## src/uart_err_pkg.sv

```systemverilog
package uart_err_pkg;
  // register map (rx buffer address is a local choice)
  localparam logic [15:0] ERR_STATUS_ADDR = 16'hFF71;
  localparam logic [15:0] BAUD_CTRL_ADDR = 16'hFF73;
  localparam logic [15:0] RX_BUFFER_ADDR = 16'hFF74;
  localparam logic [7:0] ERR_STATUS_RESET = 8'h00;
  localparam logic [3:0] BAUD_SEL_RESET = 4'h0;
  localparam logic [7:0] RX_BUFFER_RESET = 8'h00;
  // field positions
  localparam int PE_BIT = 2;
  localparam int FE_BIT = 1;
  localparam int OVE_BIT = 0;
  localparam int BAUD_SEL_LSB = 4;
  // source select codes
  localparam logic [3:0] SEL_MAX_INTERNAL = 4'h7;
  localparam logic [3:0] SEL_EXTERNAL = 4'h8;
  // timing counts
  localparam logic [2:0] HALF_BIT_TICKS = 3'h3;
  localparam logic [2:0] FULL_BIT_TICKS = 3'h7;
  localparam logic [2:0] LAST_BIT_7 = 3'h6;
  localparam logic [2:0] LAST_BIT_8 = 3'h7;
  // buffering
  localparam int FIFO_DEPTH = 16;
  localparam int FIFO_WIDTH = 11;
  typedef enum logic [1:0] {
    PAR_NONE,
    PAR_ZERO,
    PAR_ODD,
    PAR_EVEN
  } parity_e;
endpackage

```

## src/rx_fifo.sv

```systemverilog
`timescale 1ns/10ps
`default_nettype none
module rx_fifo #(
  parameter int WIDTH = 11,
  parameter int DEPTH = 16
) (
  input wire logic clock,
  input wire logic rst,
  input wire logic [WIDTH-1:0] in_data,
  input wire logic in_valid,
  output logic in_ready,
  output logic [WIDTH-1:0] out_data,
  output logic out_valid,
  input wire logic out_ready
);
  localparam int AW = $clog2(DEPTH);
  localparam int CW = $clog2(DEPTH + 1);
  localparam logic [CW-1:0] FULL_COUNT = CW'(DEPTH);

  typedef struct packed {
    logic [DEPTH-1:0][WIDTH-1:0] mem;
    logic [AW-1:0] wp;
    logic [AW-1:0] rp;
    logic [CW-1:0] count;
  } fifo_s;

  fifo_s s_q;
  fifo_s s_d;
  logic push;
  logic pop;

  assign in_ready = (s_q.count != FULL_COUNT);
  assign out_valid = (s_q.count != '0);
  assign out_data = s_q.mem[s_q.rp];
  assign push = in_valid && in_ready;
  assign pop = out_valid && out_ready;

  always_comb begin
    s_d = s_q;
    if (push) begin
      s_d.mem[s_q.wp] = in_data;
      s_d.wp = s_q.wp + AW'(1);
    end
    if (pop) begin
      s_d.rp = s_q.rp + AW'(1);
    end
    if (push && !pop) begin
      s_d.count = s_q.count + CW'(1);
    end else if (pop && !push) begin
      s_d.count = s_q.count - CW'(1);
    end
  end

  always_ff @(posedge clock or posedge rst) begin
    if (rst) begin
      s_q <= '0;
    end else begin
      s_q <= s_d;
    end
  end
endmodule
`default_nettype wire

```

## src/uart_err_baud.sv

```systemverilog
// Behaviour
// (RULE1) parity mismatch sets parity error flag
// (RULE2) missing stop bit sets framing error flag
// (RULE3) unread buffer at completion sets overrun
// (RULE4) receiver checks only one stop bit
// (RULE5) overrun repeats every frame until buffer read
// (RULE6) error status read-only, upper bits zero
// (RULE7) baud control resets zero, select in 7:4
// (RULE8) codes 0-7 divide clock by 2^(code+1)
// (RULE9) code 8 selects external baud pin
// (RULE10) internal bit rate is divided clock over 8
// (RULE11) bit clock only from system or pin
// (RULE12) software never writes control mid-transfer
// (RULE13) no n=1 above 2.5 MHz clock
// (RULE14) stop transfers before changing mode
// (RULE15) port direction makes clock pin input
// (RULE16) buffer read or next frame clears flags
// (RULE17) external bit rate is pin clock over 16
// (RULE18) errored character still loaded, irq raised
// (RULE19) flags update with buffer load cycle
`timescale 1ns/10ps
`default_nettype none
module uart_err_baud
  import uart_err_pkg::*;
(
  input wire logic clock,
  input wire logic rst,
  input wire logic [15:0] reg_addr,
  input wire logic reg_wr,
  input wire logic reg_rd,
  input wire logic [7:0] reg_wdata,
  output logic [7:0] reg_rdata,
  input wire logic rx_enable,
  input wire logic [1:0] parity_mode,
  input wire logic char_len_8,
  input wire logic rxd,
  input wire logic ext_baud_clock_pin,
  output logic baud_bit_tick,
  output logic rx_complete_irq,
  output logic [FIFO_WIDTH-1:0] rx_data,
  output logic rx_valid,
  input wire logic rx_ready
);
  typedef enum logic [2:0] {
    RX_IDLE,
    RX_START,
    RX_DATA,
    RX_PARITY,
    RX_STOP
  } rx_state_e;

  typedef struct packed {
    logic [3:0] baud_sel;
    logic parity_err_flag;
    logic framing_err_flag;
    logic overrun_err_flag;
    logic [7:0] rx_buffer;
    logic buf_full;
    logic [7:0] rdata;
    logic [7:0] prescale;
    logic ext_meta;
    logic ext_sync;
    logic ext_prev;
    logic ext_half;
    logic rxd_meta;
    logic rxd_sync;
    logic [2:0] bit_div;
    logic bit_tick;
    rx_state_e state;
    logic [2:0] cnt;
    logic [2:0] bit_idx;
    logic [7:0] shift;
    logic par_bit;
    logic irq;
    logic push;
    logic [FIFO_WIDTH-1:0] push_data;
  } state_s;

  state_s s_q;
  state_s s_d;
  logic fifo_in_ready;
  logic sample_tick;
  logic [7:0] div_mask;
  logic ones_odd;
  logic par_err;
  logic read_status;
  logic read_buffer;

  rx_fifo #(
    .WIDTH(FIFO_WIDTH),
    .DEPTH(FIFO_DEPTH)
  ) u_fifo (
    .clock(clock),
    .rst(rst),
    .in_data(s_q.push_data),
    .in_valid(s_q.push),
    .in_ready(fifo_in_ready),
    .out_data(rx_data),
    .out_valid(rx_valid),
    .out_ready(rx_ready)
  );

  // mask of n low bits, n = code + 1
  assign div_mask = 8'((9'h002 << s_q.baud_sel) - 9'h001); // see (RULE8)

  always_comb begin
    sample_tick = 1'b0;
    if (s_q.baud_sel <= SEL_MAX_INTERNAL) begin
      sample_tick = ((s_q.prescale & div_mask) == div_mask); // see (RULE8) see (RULE11)
    end else if (s_q.baud_sel == SEL_EXTERNAL) begin
      // two pin edges per sample, eight samples per bit: pin over 16
      sample_tick = s_q.ext_sync && !s_q.ext_prev && s_q.ext_half; // see (RULE9) see (RULE17)
    end
  end

  assign ones_odd = ^s_q.shift ^ s_q.par_bit;
  assign par_err = ((parity_mode == PAR_ODD) && !ones_odd) ||
                   ((parity_mode == PAR_EVEN) && ones_odd); // see (RULE1)
  assign read_status = reg_rd && (reg_addr == ERR_STATUS_ADDR);
  assign read_buffer = reg_rd && (reg_addr == RX_BUFFER_ADDR);

  always_comb begin
    s_d = s_q;
    s_d.irq = 1'b0;
    s_d.push = 1'b0;
    s_d.bit_tick = 1'b0;
    // pin synchronisers; first stage feeds only the second
    s_d.ext_meta = ext_baud_clock_pin;
    s_d.ext_sync = s_q.ext_meta;
    s_d.ext_prev = s_q.ext_sync;
    s_d.rxd_meta = rxd;
    s_d.rxd_sync = s_q.rxd_meta;
    s_d.prescale = s_q.prescale + 8'h01;
    if (s_q.ext_sync && !s_q.ext_prev) begin
      s_d.ext_half = !s_q.ext_half;
    end
    if (sample_tick) begin
      s_d.bit_div = s_q.bit_div + 3'h1;
      s_d.bit_tick = (s_q.bit_div == FULL_BIT_TICKS); // see (RULE10)
    end

    // register reads return the value one cycle later
    if (reg_rd) begin
      s_d.rdata = 8'h00;
      if (read_status) begin
        s_d.rdata[PE_BIT] = s_q.parity_err_flag; // see (RULE6)
        s_d.rdata[FE_BIT] = s_q.framing_err_flag;
        s_d.rdata[OVE_BIT] = s_q.overrun_err_flag;
      end else if (reg_addr == BAUD_CTRL_ADDR) begin
        s_d.rdata[7:BAUD_SEL_LSB] = s_q.baud_sel; // see (RULE7)
      end else if (read_buffer) begin
        s_d.rdata = s_q.rx_buffer;
      end
    end
    // only the select nibble is kept; status is not writable
    if (reg_wr && (reg_addr == BAUD_CTRL_ADDR)) begin
      s_d.baud_sel = reg_wdata[7:BAUD_SEL_LSB]; // see (RULE7)
    end
    if (read_buffer) begin
      s_d.buf_full = 1'b0;
      s_d.parity_err_flag = 1'b0; // see (RULE16)
      s_d.framing_err_flag = 1'b0;
      s_d.overrun_err_flag = 1'b0;
    end

    if (sample_tick) begin
      s_d.cnt = s_q.cnt + 3'h1;
    end
    unique case (s_q.state)
      RX_IDLE: begin
        // waits for fifo room; a frame that starts while the fifo is full is not received
        if (sample_tick && !s_q.rxd_sync && fifo_in_ready) begin
          s_d.state = RX_START;
          s_d.cnt = 3'h0;
        end
      end
      RX_START: begin
        if (sample_tick && (s_q.cnt == HALF_BIT_TICKS)) begin
          s_d.cnt = 3'h0;
          s_d.bit_idx = 3'h0;
          s_d.shift = 8'h00;
          s_d.state = s_q.rxd_sync ? RX_IDLE : RX_DATA;
        end
      end
      RX_DATA: begin
        if (sample_tick && (s_q.cnt == FULL_BIT_TICKS)) begin
          s_d.shift[s_q.bit_idx] = s_q.rxd_sync;
          s_d.bit_idx = s_q.bit_idx + 3'h1;
          if (s_q.bit_idx == (char_len_8 ? LAST_BIT_8 : LAST_BIT_7)) begin
            s_d.state = (parity_mode == PAR_NONE) ? RX_STOP : RX_PARITY;
          end
        end
      end
      RX_PARITY: begin
        if (sample_tick && (s_q.cnt == FULL_BIT_TICKS)) begin
          s_d.par_bit = (parity_mode == PAR_NONE) ? 1'b0 : s_q.rxd_sync;
          s_d.state = RX_STOP;
        end
      end
      RX_STOP: begin
        // a second stop bit is never checked
        if (sample_tick && (s_q.cnt == FULL_BIT_TICKS)) begin // see (RULE4)
          s_d.state = RX_IDLE;
          s_d.rx_buffer = s_q.shift; // see (RULE18)
          s_d.buf_full = 1'b1;
          // new frame replaces all flags; wins over a same-cycle read
          s_d.parity_err_flag = par_err; // see (RULE1) see (RULE16) see (RULE19)
          s_d.framing_err_flag = !s_q.rxd_sync; // see (RULE2) see (RULE19)
          s_d.overrun_err_flag = s_q.buf_full && !read_buffer; // see (RULE3) see (RULE5)
          s_d.irq = 1'b1; // see (RULE18)
          s_d.push = 1'b1;
          s_d.push_data = {par_err, !s_q.rxd_sync, s_q.buf_full && !read_buffer, s_q.shift};
        end
      end
    endcase
    // odd/even parity pre-clear so zero-parity frames never flag
    if (s_q.state != RX_PARITY && s_q.state != RX_STOP) begin
      s_d.par_bit = 1'b0;
    end
    // disabling reception aborts at once; a frame completing in that same cycle still loads buffer and flags
    if (!rx_enable) begin
      s_d.state = RX_IDLE;
    end
  end

  always_ff @(posedge clock or posedge rst) begin
    if (rst) begin
      s_q <= '0;
      s_q.baud_sel <= BAUD_SEL_RESET; // see (RULE7)
      s_q.rx_buffer <= RX_BUFFER_RESET;
      s_q.parity_err_flag <= ERR_STATUS_RESET[PE_BIT]; // see (RULE6)
      s_q.framing_err_flag <= ERR_STATUS_RESET[FE_BIT];
      s_q.overrun_err_flag <= ERR_STATUS_RESET[OVE_BIT];
      s_q.state <= RX_IDLE;
      // line idles high; a low reset value would look like a start bit
      s_q.rxd_meta <= 1'b1;
      s_q.rxd_sync <= 1'b1;
    end else begin
      s_q <= s_d;
    end
  end

  assign reg_rdata = s_q.rdata;
  assign baud_bit_tick = s_q.bit_tick;
  assign rx_complete_irq = s_q.irq;
endmodule
`default_nettype wire

```

## config.mk

```make
export PLATFORM = sky130hd
export DESIGN_NAME = uart_err_baud
export DESIGN_NICKNAME = d
export VERILOG_FILES = /design/src/uart_err_pkg.sv /design/src/rx_fifo.sv /design/src/uart_err_baud.sv
export SDC_FILE = /design/constraint.sdc
export NUM_CORES = 1
export LEC_CHECK = 0
export BUFFER_PORTS_ARGS = -buffer_cell sky130_fd_sc_hd__buf_2
export CAP_MARGIN = 20
export CORE_ASPECT_RATIO = 1.4
export CORE_UTILIZATION = 50
export CTS_BUF_LIST = sky130_fd_sc_hd__clkbuf_4
export DETAILED_ROUTE_END_ITERATION = 7
export PLACE_DENSITY = 0.82
export SLEW_MARGIN = 20
export SYNTH_ARGS = -nofsm -noshare
export SYNTH_HDL_FRONTEND = slang
export SYNTH_SLANG_ARGS = --single-unit
```

## constraint.sdc

```tcl
create_clock -name clock -period 7.67 [get_ports clock]
set_input_delay 0.3835 -clock clock [delete_from_list [all_inputs] [get_ports clock]]
set_output_delay 0.3835 -clock clock [all_outputs]
set_load 0.05 [all_outputs]
```

# After elaboration in Yosys (flattened, before gate mapping)
# Index checks and enable logic that the tools add are counted.
# W data, S select, Z words.
[totals]
inputBits = 35
wordCells = 169
out_inout_bits = 22
regBits = 262
[op_classes]
n_bitwise = 2
eq_ne = 26
n_mux = 43
reduce_logical = 39
add_sub_neg = 9
n_lt_le_gt_ge = 6
shift = 1
[op_table]
columns = ["operator", "count"]
rows = [
  ["$bwmux W176", 1],
  ["$eq A16 B16 Y1 const B", 3],
  ["$bmux W11 S4", 1],
  ["$demux W11 S4", 1],
  ["$mux W11", 3],
  ["$mux W3", 9],
  ["$mux W13", 2],
  ["$mux W12", 2],
  ["$pmux W11 S2", 1],
  ["$ne A3 B3 Y1 const B", 7],
  ["$logic_and A1 B1 Y1", 19],
  ["$mux W17", 1],
  ["$mux W5", 3],
  ["$pmux W3 S5", 1],
  ["$lt A4 B5 Y1 const B", 2],
  ["$mux W1", 10],
  ["$add A3 B1 Y3 const B", 3],
  ["$eq A3 B2 Y1 const B", 3],
  ["$eq A3 B3 Y1 const B", 3],
  ["$add A4 B1 Y4 const B", 2],
  ["$add A8 B1 Y8 const B", 1],
  ["$and A8 B8 Y8", 1],
  ["$bwmux W8", 1],
  ["$eq A8 B8 Y1", 1],
  ["32 further kinds", 45],
]

# Logic depth before layout (Yosys ltp)
# Gate-level depths: netlist of run 1.
[logic_depth]
ltp_word = 10
mapped_depth = 13
depth_no_buf = 11

# Cells and area by module
# A second synthesis of run 1 with hierarchy kept.
[unflattened]
hier_cells = 927
area_unflattened_um2 = 12444.4
[by_module_without_submodules]
columns = ["module", "area_per_inst_um2", "cells_each", "seq_area_each_um2", "instances"]
rows = [
  ["rx_fifo", 9258.9, 626, 4729.5, 1],
  ["uart_err_baud", 3185.6, 301, 1604.0, 1],
]

# Worst setup path before layout of run 1
# No wires, ideal clock.
[synth_path]
path_kind = "reg2reg"
start = "register u_fifo.s_q[0] in the netlist's numbering"
end = "register u_fifo.s_q[4] in the netlist's numbering"
required_time_ns = 7.545
path_stages_with_launch = 12
setup_ns = 0.125
path_slack_ns = 4.713
synth_period_minus_slack_ns = 2.957
n_path_buf = 0
t_arrival_ns = 2.831
path_cell_list = "dfrtp_1 -> nor4_1 -> nand2b_1 -> nand2_1 -> ha_1 -> inv_1 -> fa_1 -> a21o_1 -> a21oi_1 -> xnor2_1 -> nor2_1 -> xor2_1"
[synth_between]
elab_chain_len = 5
elab_cells_between_ends = 13
cone_classes = "add/sub: 2; eq/ne: 1; mux: 2; reduce/logical: 8"
[synth_lines]
columns = ["item", "line", "source"]
rows = [
  ["start: declaration", "rx_fifo.sv:27", "fifo_s s_q;"],
  ["start signal: assignment", "rx_fifo.sv:56", "s_q <= '0;"],
  ["start signal: assignment", "rx_fifo.sv:58", "s_q <= s_d;"],
  ["$reduce_bool A5 Y1 (*)", "rx_fifo.sv:33", "assign out_valid = (s_q.count != '0);"],
  ["named net rx_valid", "uart_err_baud.sv:41", "output logic rx_valid,"],
  ["$logic_and A1 B1 Y1 (*)", "rx_fifo.sv:36", "assign pop = out_valid && out_ready;"],
  ["$logic_not A1 Y1", "rx_fifo.sv:47", "if (push && !pop) begin"],
  ["$logic_and A1 B1 Y1", "rx_fifo.sv:47", ""],
  ["$mux W5 / $reduce_bool A2 Y1 (equally long branches)", "-", ""],
]
# The timed path passes the listed nets; every way through them passes the cells marked *. The select of a mux whose other input is x is not followed.
# A chain may end at the register's enable or synchronous reset.

# Worst setup path after layout of run 1
[layout_path]
start = "register u_fifo.s_q[5] in the netlist's numbering"
end = "output rx_data[5]"
[layout_between]
elab_chain_len = 2
[layout_lines]
columns = ["item", "line", "source"]
rows = [
  ["$bmux W11 S4", "rx_fifo.sv:34", "assign out_data = s_q.mem[s_q.rp];"],
  ["$mux W11 (implied by the code)", "rx_fifo.sv:34", ""],
  ["end: declaration", "uart_err_baud.sv:40", "output logic [FIFO_WIDTH-1:0] rx_data,"],
]
# Every way passes these cells. The select of a mux whose other input is x is not followed.

==> results.sh, run 1 <==
export IMPL_initialDrtViolationCount=407
export IMPL_yosysSeqAreaShare_pct=52.52
export IMPL_clk_path_buf_depth=3
export IMPL_synth_cells=943
export IMPL_portBuffers=52
export IMPL_cp_max_fo=39
export IMPL_die_h_um=185.8
export IMPL_drcViolationCount=0
export IMPL_post_route_util_pct=56.04
export IMPL_cap_violations=0
export IMPL_fin_nets=1048
export IMPL_core_area_um2=23450
export IMPL_start_util_pct=51.42
export IMPL_track_usage_pct=22.03
export IMPL_synthXorXnorAreaFrac_pct=2.251
export IMPL_synthArstFlopShare_pct=100.0
export IMPL_routabilityCongestion=0.8363
export IMPL_power_switching_w=0.0008121
export IMPL_setup_ws_ns=4.033
export IMPL_yosys_area_share_adder_pct=1.930
export IMPL_htree_levels=2
export IMPL_synthMuxAreaShare_pct=23.17
export IMPL_postRouteAntennaNets=0
export IMPL_path_class="reg2out"
export IMPL_synth_warnings=0
export IMPL_syn_area_per_cell_um2=12.79
export IMPL_critPathArrivalTime_ns=3.25
export IMPL_dominantRegCellSynth="dfrtp_1"
export IMPL_yosys_cell_types_count=64
export IMPL_vias=7771
export IMPL_grt_ovfl_total=0
export IMPL_fp_dieW_um=133.3
export IMPL_synth_top_family_by_area="multiplexers"
export IMPL_status="finished, final reports clean"
export IMPL_ctsRootBufferMaster="clkbuf_4"
export IMPL_cts_made_buffers=60
export IMPL_grt_first_pass_wirelength_mm=42.23
export IMPL_clock_latency_ns=0.69
export IMPL_fmax_ghz=0.2750
export IMPL_grt_max_degree=107
export IMPL_hold_viol_final=0
export IMPL_synth_fp_nets=996
export IMPL_start_kind="flip-flop"
export IMPL_finalSetupTns_ns=0
export IMPL_dieArea_um2=24760
export IMPL_required_ns=7.29
export IMPL_hold_path_class="in2reg"
export IMPL_tightest_slew_ns=1.073
export IMPL_place_hpwl_mm=16.27
export IMPL_vdd_ir_drop_max_mv=0.1503
export IMPL_routed_wl_mm=25.85
export IMPL_clk_pin_slew_ns=0.06
export IMPL_power_density_nw_per_um2=220.2
export IMPL_ios=57
export IMPL_fin_crit_ns=3.637
export IMPL_grt_pass1_vias=8172
export IMPL_synth_area_um2=12060
export IMPL_fin_crit_sh_pct=47.42
export IMPL_critPathCaptureType="output port"
export IMPL_slew_viol_final=0
export IMPL_sw_frac_of_total_pct=28.06
export IMPL_via_per_inst=5.808
export IMPL_antenna_found_initial=1
export IMPL_rows=66
export IMPL_relSlewSlack_pct=28.22
export IMPL_first_pass_iters=5
export IMPL_cts_tree="yes"
export IMPL_drive_gt1_share_pct=35.21
export IMPL_p_leak_nw=6.179
export IMPL_clock_sinks=253
export IMPL_fillers=1913
export IMPL_synth_compound_area_share_pct=7.356
export IMPL_setup_viol=0
export IMPL_rsz0062_at_grt="false"
export IMPL_combinationalPowerShare_pct=14.1
export IMPL_area_delta_synth_final_pct=8.985
export IMPL_skew_ns=0.04487
export IMPL_wl_per_cell_um=19.32
export IMPL_clock_power_share_pct=34.9
export IMPL_synth_simple_area_share_pct=8.746
export IMPL_p_int_w=0.002082
export IMPL_cts_resized=0
export IMPL_power_frac_seq_pct=51.0
export IMPL_ys_seq_elements=253
export IMPL_synth_edff_count=0
export IMPL_pre_cts_slack_ns=4.191
[cell usage after synthesis (5+ instances only)]
library cell / count / area (µm²)
nand2b_1: 9 / 56.30
xor2_1: 8 / 70.07
nor2_1: 20 / 75.07
o211ai_1: 10 / 75.07
nand3_2: 12 / 120.1
ha_1: 17 / 212.7
nor2b_1: 8 / 50.05
a22oi_1: 5 / 37.54
nand3_1: 6 / 30.03
nor3_1: 6 / 30.03
o21ai_0: 82 / 410.4
mux2i_1: 5 / 50.05
mux2_2: 131 / 1475
nand2_1: 103 / 386.6
buf_2: 20 / 100.1
dfrtp_1: 251 / 6281
o2bb2ai_1: 7 / 61.31
clkbuf_1: 30 / 112.6
inv_1: 26 / 97.59
buf_4: 15 / 112.6
a21oi_1: 13 / 65.06
nand4_1: 7 / 43.79
buf_1: 7 / 26.28
mux4_2: 55 / 1239
xnor2_1: 23 / 201.4
[power groups by stage]
stage,clock network (W),logic [W],registers [W]
2_1_floorplan,0,0.000378,0.00143
3_3_place_gp,0,0.000403,0.00150
3_5_place_dp,0,0.000410,0.00150
4_1_cts,0.00103,0.000416,0.00147
5_1_grt,0.00109,0.000451,0.00149
6_report,0.00101,0.000408,0.00148
[worst max-delay path, cell delays in order, from the launching register on]
cell	delay [ns]
dfrtp_2	0.54
buf_4	0.66
mux4_2	0.61
mux4_2	0.54
buf_2	0.24
[stage by stage]
stage               area, µm²  cells  total power (W)  hold WS, ns
CTS                     13140   1337         0.002921      0.04532
global placement        12350   1230         0.001903       0.3332
floorplan               12060    943         0.001809       0.3312
finish                  13140   1338         0.002895      0.09065
detailed placement      12350   1230         0.001910       0.3381
global route            13140   1338         0.003031      0.04557
[cell usage in the layout, fill, tap and decap left out, drive strengths merged, types with 3 or more instances in the layout]
master and count:
o211ai 10, ha 17, nand4 9, dfrtp 251
nor2b 8, nor3 6, xor2 8, o2bb2ai 7
a22oi 5, clkinv 11, nand3b 4, nand2 104
nor2 22, o21ai 83, nand3 18, o2111ai 4
a22o 3, clkbuf 85, nand2b 9, mux2 133
o22ai 4, and3 4, dlygate4sd3 9, nand4b 3
mux2i 5, buf 56, a21oi 14, mux4 55
xnor2 23, nor4b 3, inv 28
[final cells by class]
type / instances / area [µm²] / area share [%]
multi-input cells: 589 / 5241 / 39.88
diodes: 1 / 2.502 / 0.01904
well taps: 306 / 382.9 / 2.913
flip-flops and latches: 253 / 6336 / 48.21
clock buffers: 85 / 638.1 / 4.855
repair buffers: 65 / 384.1 / 2.922
clock inverters: 13 / 53.80 / 0.4093
inverters: 26 / 105.1 / 0.7996
[layer usage]
layer | wire, µm | vias up | track usage, %
met5 | 0 | - | 0
met4 | 734 | 0 | 9.455
met3 | 1310 | 52 | 4.003
met2 | 13610 | 237 | 38.71
met1 | 10190 | 3959 | 26.57
li1 | - | 3523 | -
[cell families after synthesis]
kind of cell               count (synthesis)
DFF                                      253
and+or+nand+nor                          203
muxes                                    193
AOI/OAI and AO/OA                        144
buffers and inverters                    101
xor gates and xnor gates                  31
adders and majority gates                 18
[flip-flops by register name (all words and copies together), names as in the netlist]
name and count:
rx_complete_irq 1, baud_bit_tick 1, reg_rdata 8, s_q 51, s_d 3, u_fifo.s_q 189
[path summary, 6_finish.rpt]
path,start,end,slack (ns),cells after the start
setup / recovery,u_fifo.s_q[5],rx_data[5],4.03,4
hold / removal,reg_rd,reg_rdata[0],0.09,3
setup reg to reg,s_q[71],s_q[10],4.38,8
hold reg to reg,s_d[39],s_d[38],0.35,0
max in group asynchronous,rst,u_fifo.s_q[167],5.88,4
min in group asynchronous,rst,u_fifo.s_q[1],0.40,3
[repair_timing]
item / CTS / global route
hold buffers: 9 / 0
hold endpoints to repair: 111 / 0
setup endpoints to repair: 0 / 0
setup buffers: 0 / 0
Power figures use the tool's default switching activity.
==> run 2, diff against run 1 <==
==> constraint.sdc (replaced) <==
create_clock -name clock -period 3 [get_ports clock]
set_input_delay 0.15 -clock clock [delete_from_list [all_inputs] [get_ports clock]]
set_output_delay 0.15 -clock clock [all_outputs]
set_load 0.05 [all_outputs]
==> run 2 against run 1 <==
Effect of this change: core utilization is 1.6 points higher; non-clock buffer count rose by 38; worst setup slack worse by 3.9 ns; combinational power rose to 3.2 times the previous value; routed wire length up 1.1%; register-to-register slack lost 4.2 ns; final cell count rose by 2.7%; die area stayed put; largest cell class unchanged; highest routed layer unchanged.
==> results.sh, run 2 (same netlist as run 1, synthesis figures left out) <==
export IMPL_worst_path_most_repeated_cell="mux4_2"
export IMPL_path_delay_family="multiplexers"
export IMPL_cts_made_buffers=61
export IMPL_min_from="parity_mode[0]"
export IMPL_first_pass_iters=4
export IMPL_cp_slowest_stage_delay_ns=0.57
export IMPL_regMostFlops="u_fifo.s_q"
export IMPL_antenna_found_initial=1
export IMPL_grt_max_degree=139
export IMPL_die_h_um=185.8
export IMPL_crit_chain="buf_12 -> mux4_2 -> mux4_2 -> buf_2"
export IMPL_reg2regPathDepth=9
export IMPL_routed_wl_mm=26.14
export IMPL_hold_path_class="in2reg"
export IMPL_critPathArrivalTime_ns=2.74
export IMPL_path_class="reg2out"
export IMPL_holdPathEnd="s_q[13]"
export IMPL_clk_path_buf_depth=3
export IMPL_cp_max_fo=18
export IMPL_vdd_ir_drop_max_mv=0.3999
export IMPL_relSlewSlack_pct=48.29
export IMPL_cp_slowest_cell="dfrtp_4"
export IMPL_critPathCaptureType="output port"
export IMPL_start_kind="flip-flop"
export IMPL_start_util_pct=51.42
export IMPL_power_density_nw_per_um2=561.1
export IMPL_grt_first_pass_wirelength_mm=42.69
export IMPL_place_hpwl_mm=16.98
export IMPL_clock_sinks=253
export IMPL_finalSetupTns_ns=0
export IMPL_drcViolationCount=0
export IMPL_largest_reg_flops=189
export IMPL_p_leak_nw=6.381
export IMPL_layout_common_cells="dfrtp_1 (249), mux2_2 (131), nand2_1 (103), clkbuf_4 (85), o21ai_0 (82)"
export IMPL_dieArea_um2=24760
export IMPL_track_usage_pct=22.16
export IMPL_tightest_slew_ns=0.7756
export IMPL_rows=66
export IMPL_cap_violations=0
export IMPL_rrSetupSlack_ns=0.17
export IMPL_regToRegStartpoint="s_q[69]"
export IMPL_grt_pass1_vias=8606
export IMPL_holdPathStages=5
export IMPL_hold_viol_final=0
export IMPL_fin_crit_ns=2.888
export IMPL_via_per_inst=5.801
export IMPL_portBuffers=52
export IMPL_worstReg2RegEnd="s_q[67]"
export IMPL_clock_latency_ns=0.69
export IMPL_ctsRootBufferMaster="clkbuf_4"
export IMPL_fin_crit_sh_pct=96.28
export IMPL_core_area_um2=23450
export IMPL_drive_gt1_share_pct=36.27
export IMPL_whs_ns=0.07584
export IMPL_wl_per_cell_um=19.03
export IMPL_ios=57
export IMPL_slew_viol_final=0
export IMPL_skew_ns=0.05347
export IMPL_cts_tree="yes"
export IMPL_postRouteAntennaNets=0
export IMPL_final_cell_area_um2=13530
export IMPL_vias=7971
export IMPL_fin_nets=1087
export IMPL_routabilityCongestion=0.7930
export IMPL_fmax_ghz=0.3462
export IMPL_fp_dieW_um=133.3
export IMPL_setup_viol=0
export IMPL_status="finished, final reports clean"
export IMPL_rsz0062_at_grt="false"
export IMPL_htree_levels=2
export IMPL_required_ns=2.85
export IMPL_grt_ovfl_total=0
export IMPL_layout_commonest_cell="dfrtp_1"
export IMPL_critPathBufInv=2
export IMPL_post_dp_cell_area_um2=12570
export IMPL_clk_pin_slew_ns=0.08
export IMPL_area_delta_synth_final_pct=12.15
export IMPL_initialDrtViolationCount=385
[run 2: worst max-delay path by stage]
| stage | start | to | slack [ns] | cells after the start |
|---|---|---|---|---|
| 2_1_floorplan | rst | baud_bit_tick | -0.48 | 1 |
| 3_3_place_gp | u_fifo.s_q[0] | u_fifo.s_q[4] | 0.20 | 11 |
| 3_5_place_dp | u_fifo.s_q[0] | u_fifo.s_q[4] | 0.09 | 11 |
| 4_1_cts | u_fifo.s_q[6] | rx_data[0] | 0.003 | 4 |
| 5_1_grt | s_q[69] | s_q[8] | 0.005 | 9 |
| 6_report | u_fifo.s_q[6] | rx_data[0] | 0.11 | 4 |
[run 2: layer usage]
layer,wire [µm],part of all wire (%),vias to the layer above,global-route usage [%]
li1,-,-,3599,-
met1,10200,39,4060,25.29
met2,13830,53,242,39.63
met3,1165,4.5,70,4.031
met4,947,3.6,0,11.50
met5,0,0,-,0
[run 2: area by class of cell]
| cell class | count | area, µm² |
|---|---|---|
| diodes | 1 | 2.502 |
| clock buffers | 85 | 638.1 |
| clock inverters | 11 | 42.54 |
| fillers | 1855 | 9927 |
| inverters | 26 | 101.3 |
| multi-input cells | 589 | 5246 |
| flip-flops and latches | 253 | 6341 |
| well taps | 306 | 382.9 |
| repair buffers | 103 | 770.7 |
[run 2: worst min-delay path, cell delays in order]
cell      delay (ns)
buf_2           0.11
nor2_1          0.06
and4b_1         0.23
o211ai_1        0.08
o211ai_1        0.09
[run 2: metrics by stage]
step	worst slack (ns)	instances	total power [W]	utilization (%)
6_report	0.1116	1374	0.007589	57.67
5_1_grt	0.004823	1374	0.007945	57.67
4_1_cts	0.003288	1368	0.007618	57.47
3_5_place_dp	0.08594	1249	0.005019	53.59
3_3_place_gp	0.1963	1249	0.004979	53.59
2_1_floorplan	-0.4780	943	0.004626	-
[run 2: report_power, final]
group / switching, W / internal [W]
combinational: 0.000618 / 0.000680
sequential: 0.000208 / 0.00353
clock: 0.00127 / 0.00128
[run 2: repair_timing]
item / 4_1_cts / 5_1_grt
gates cloned: 0 / 0
hold buffers: 21 / 0
buffers inserted: 2 / 5
resized for setup: 2 / 1
endpoints found under the hold margin: 277 / 0
pin swaps: 0 / 0
setup endpoints to repair: 9 / 4
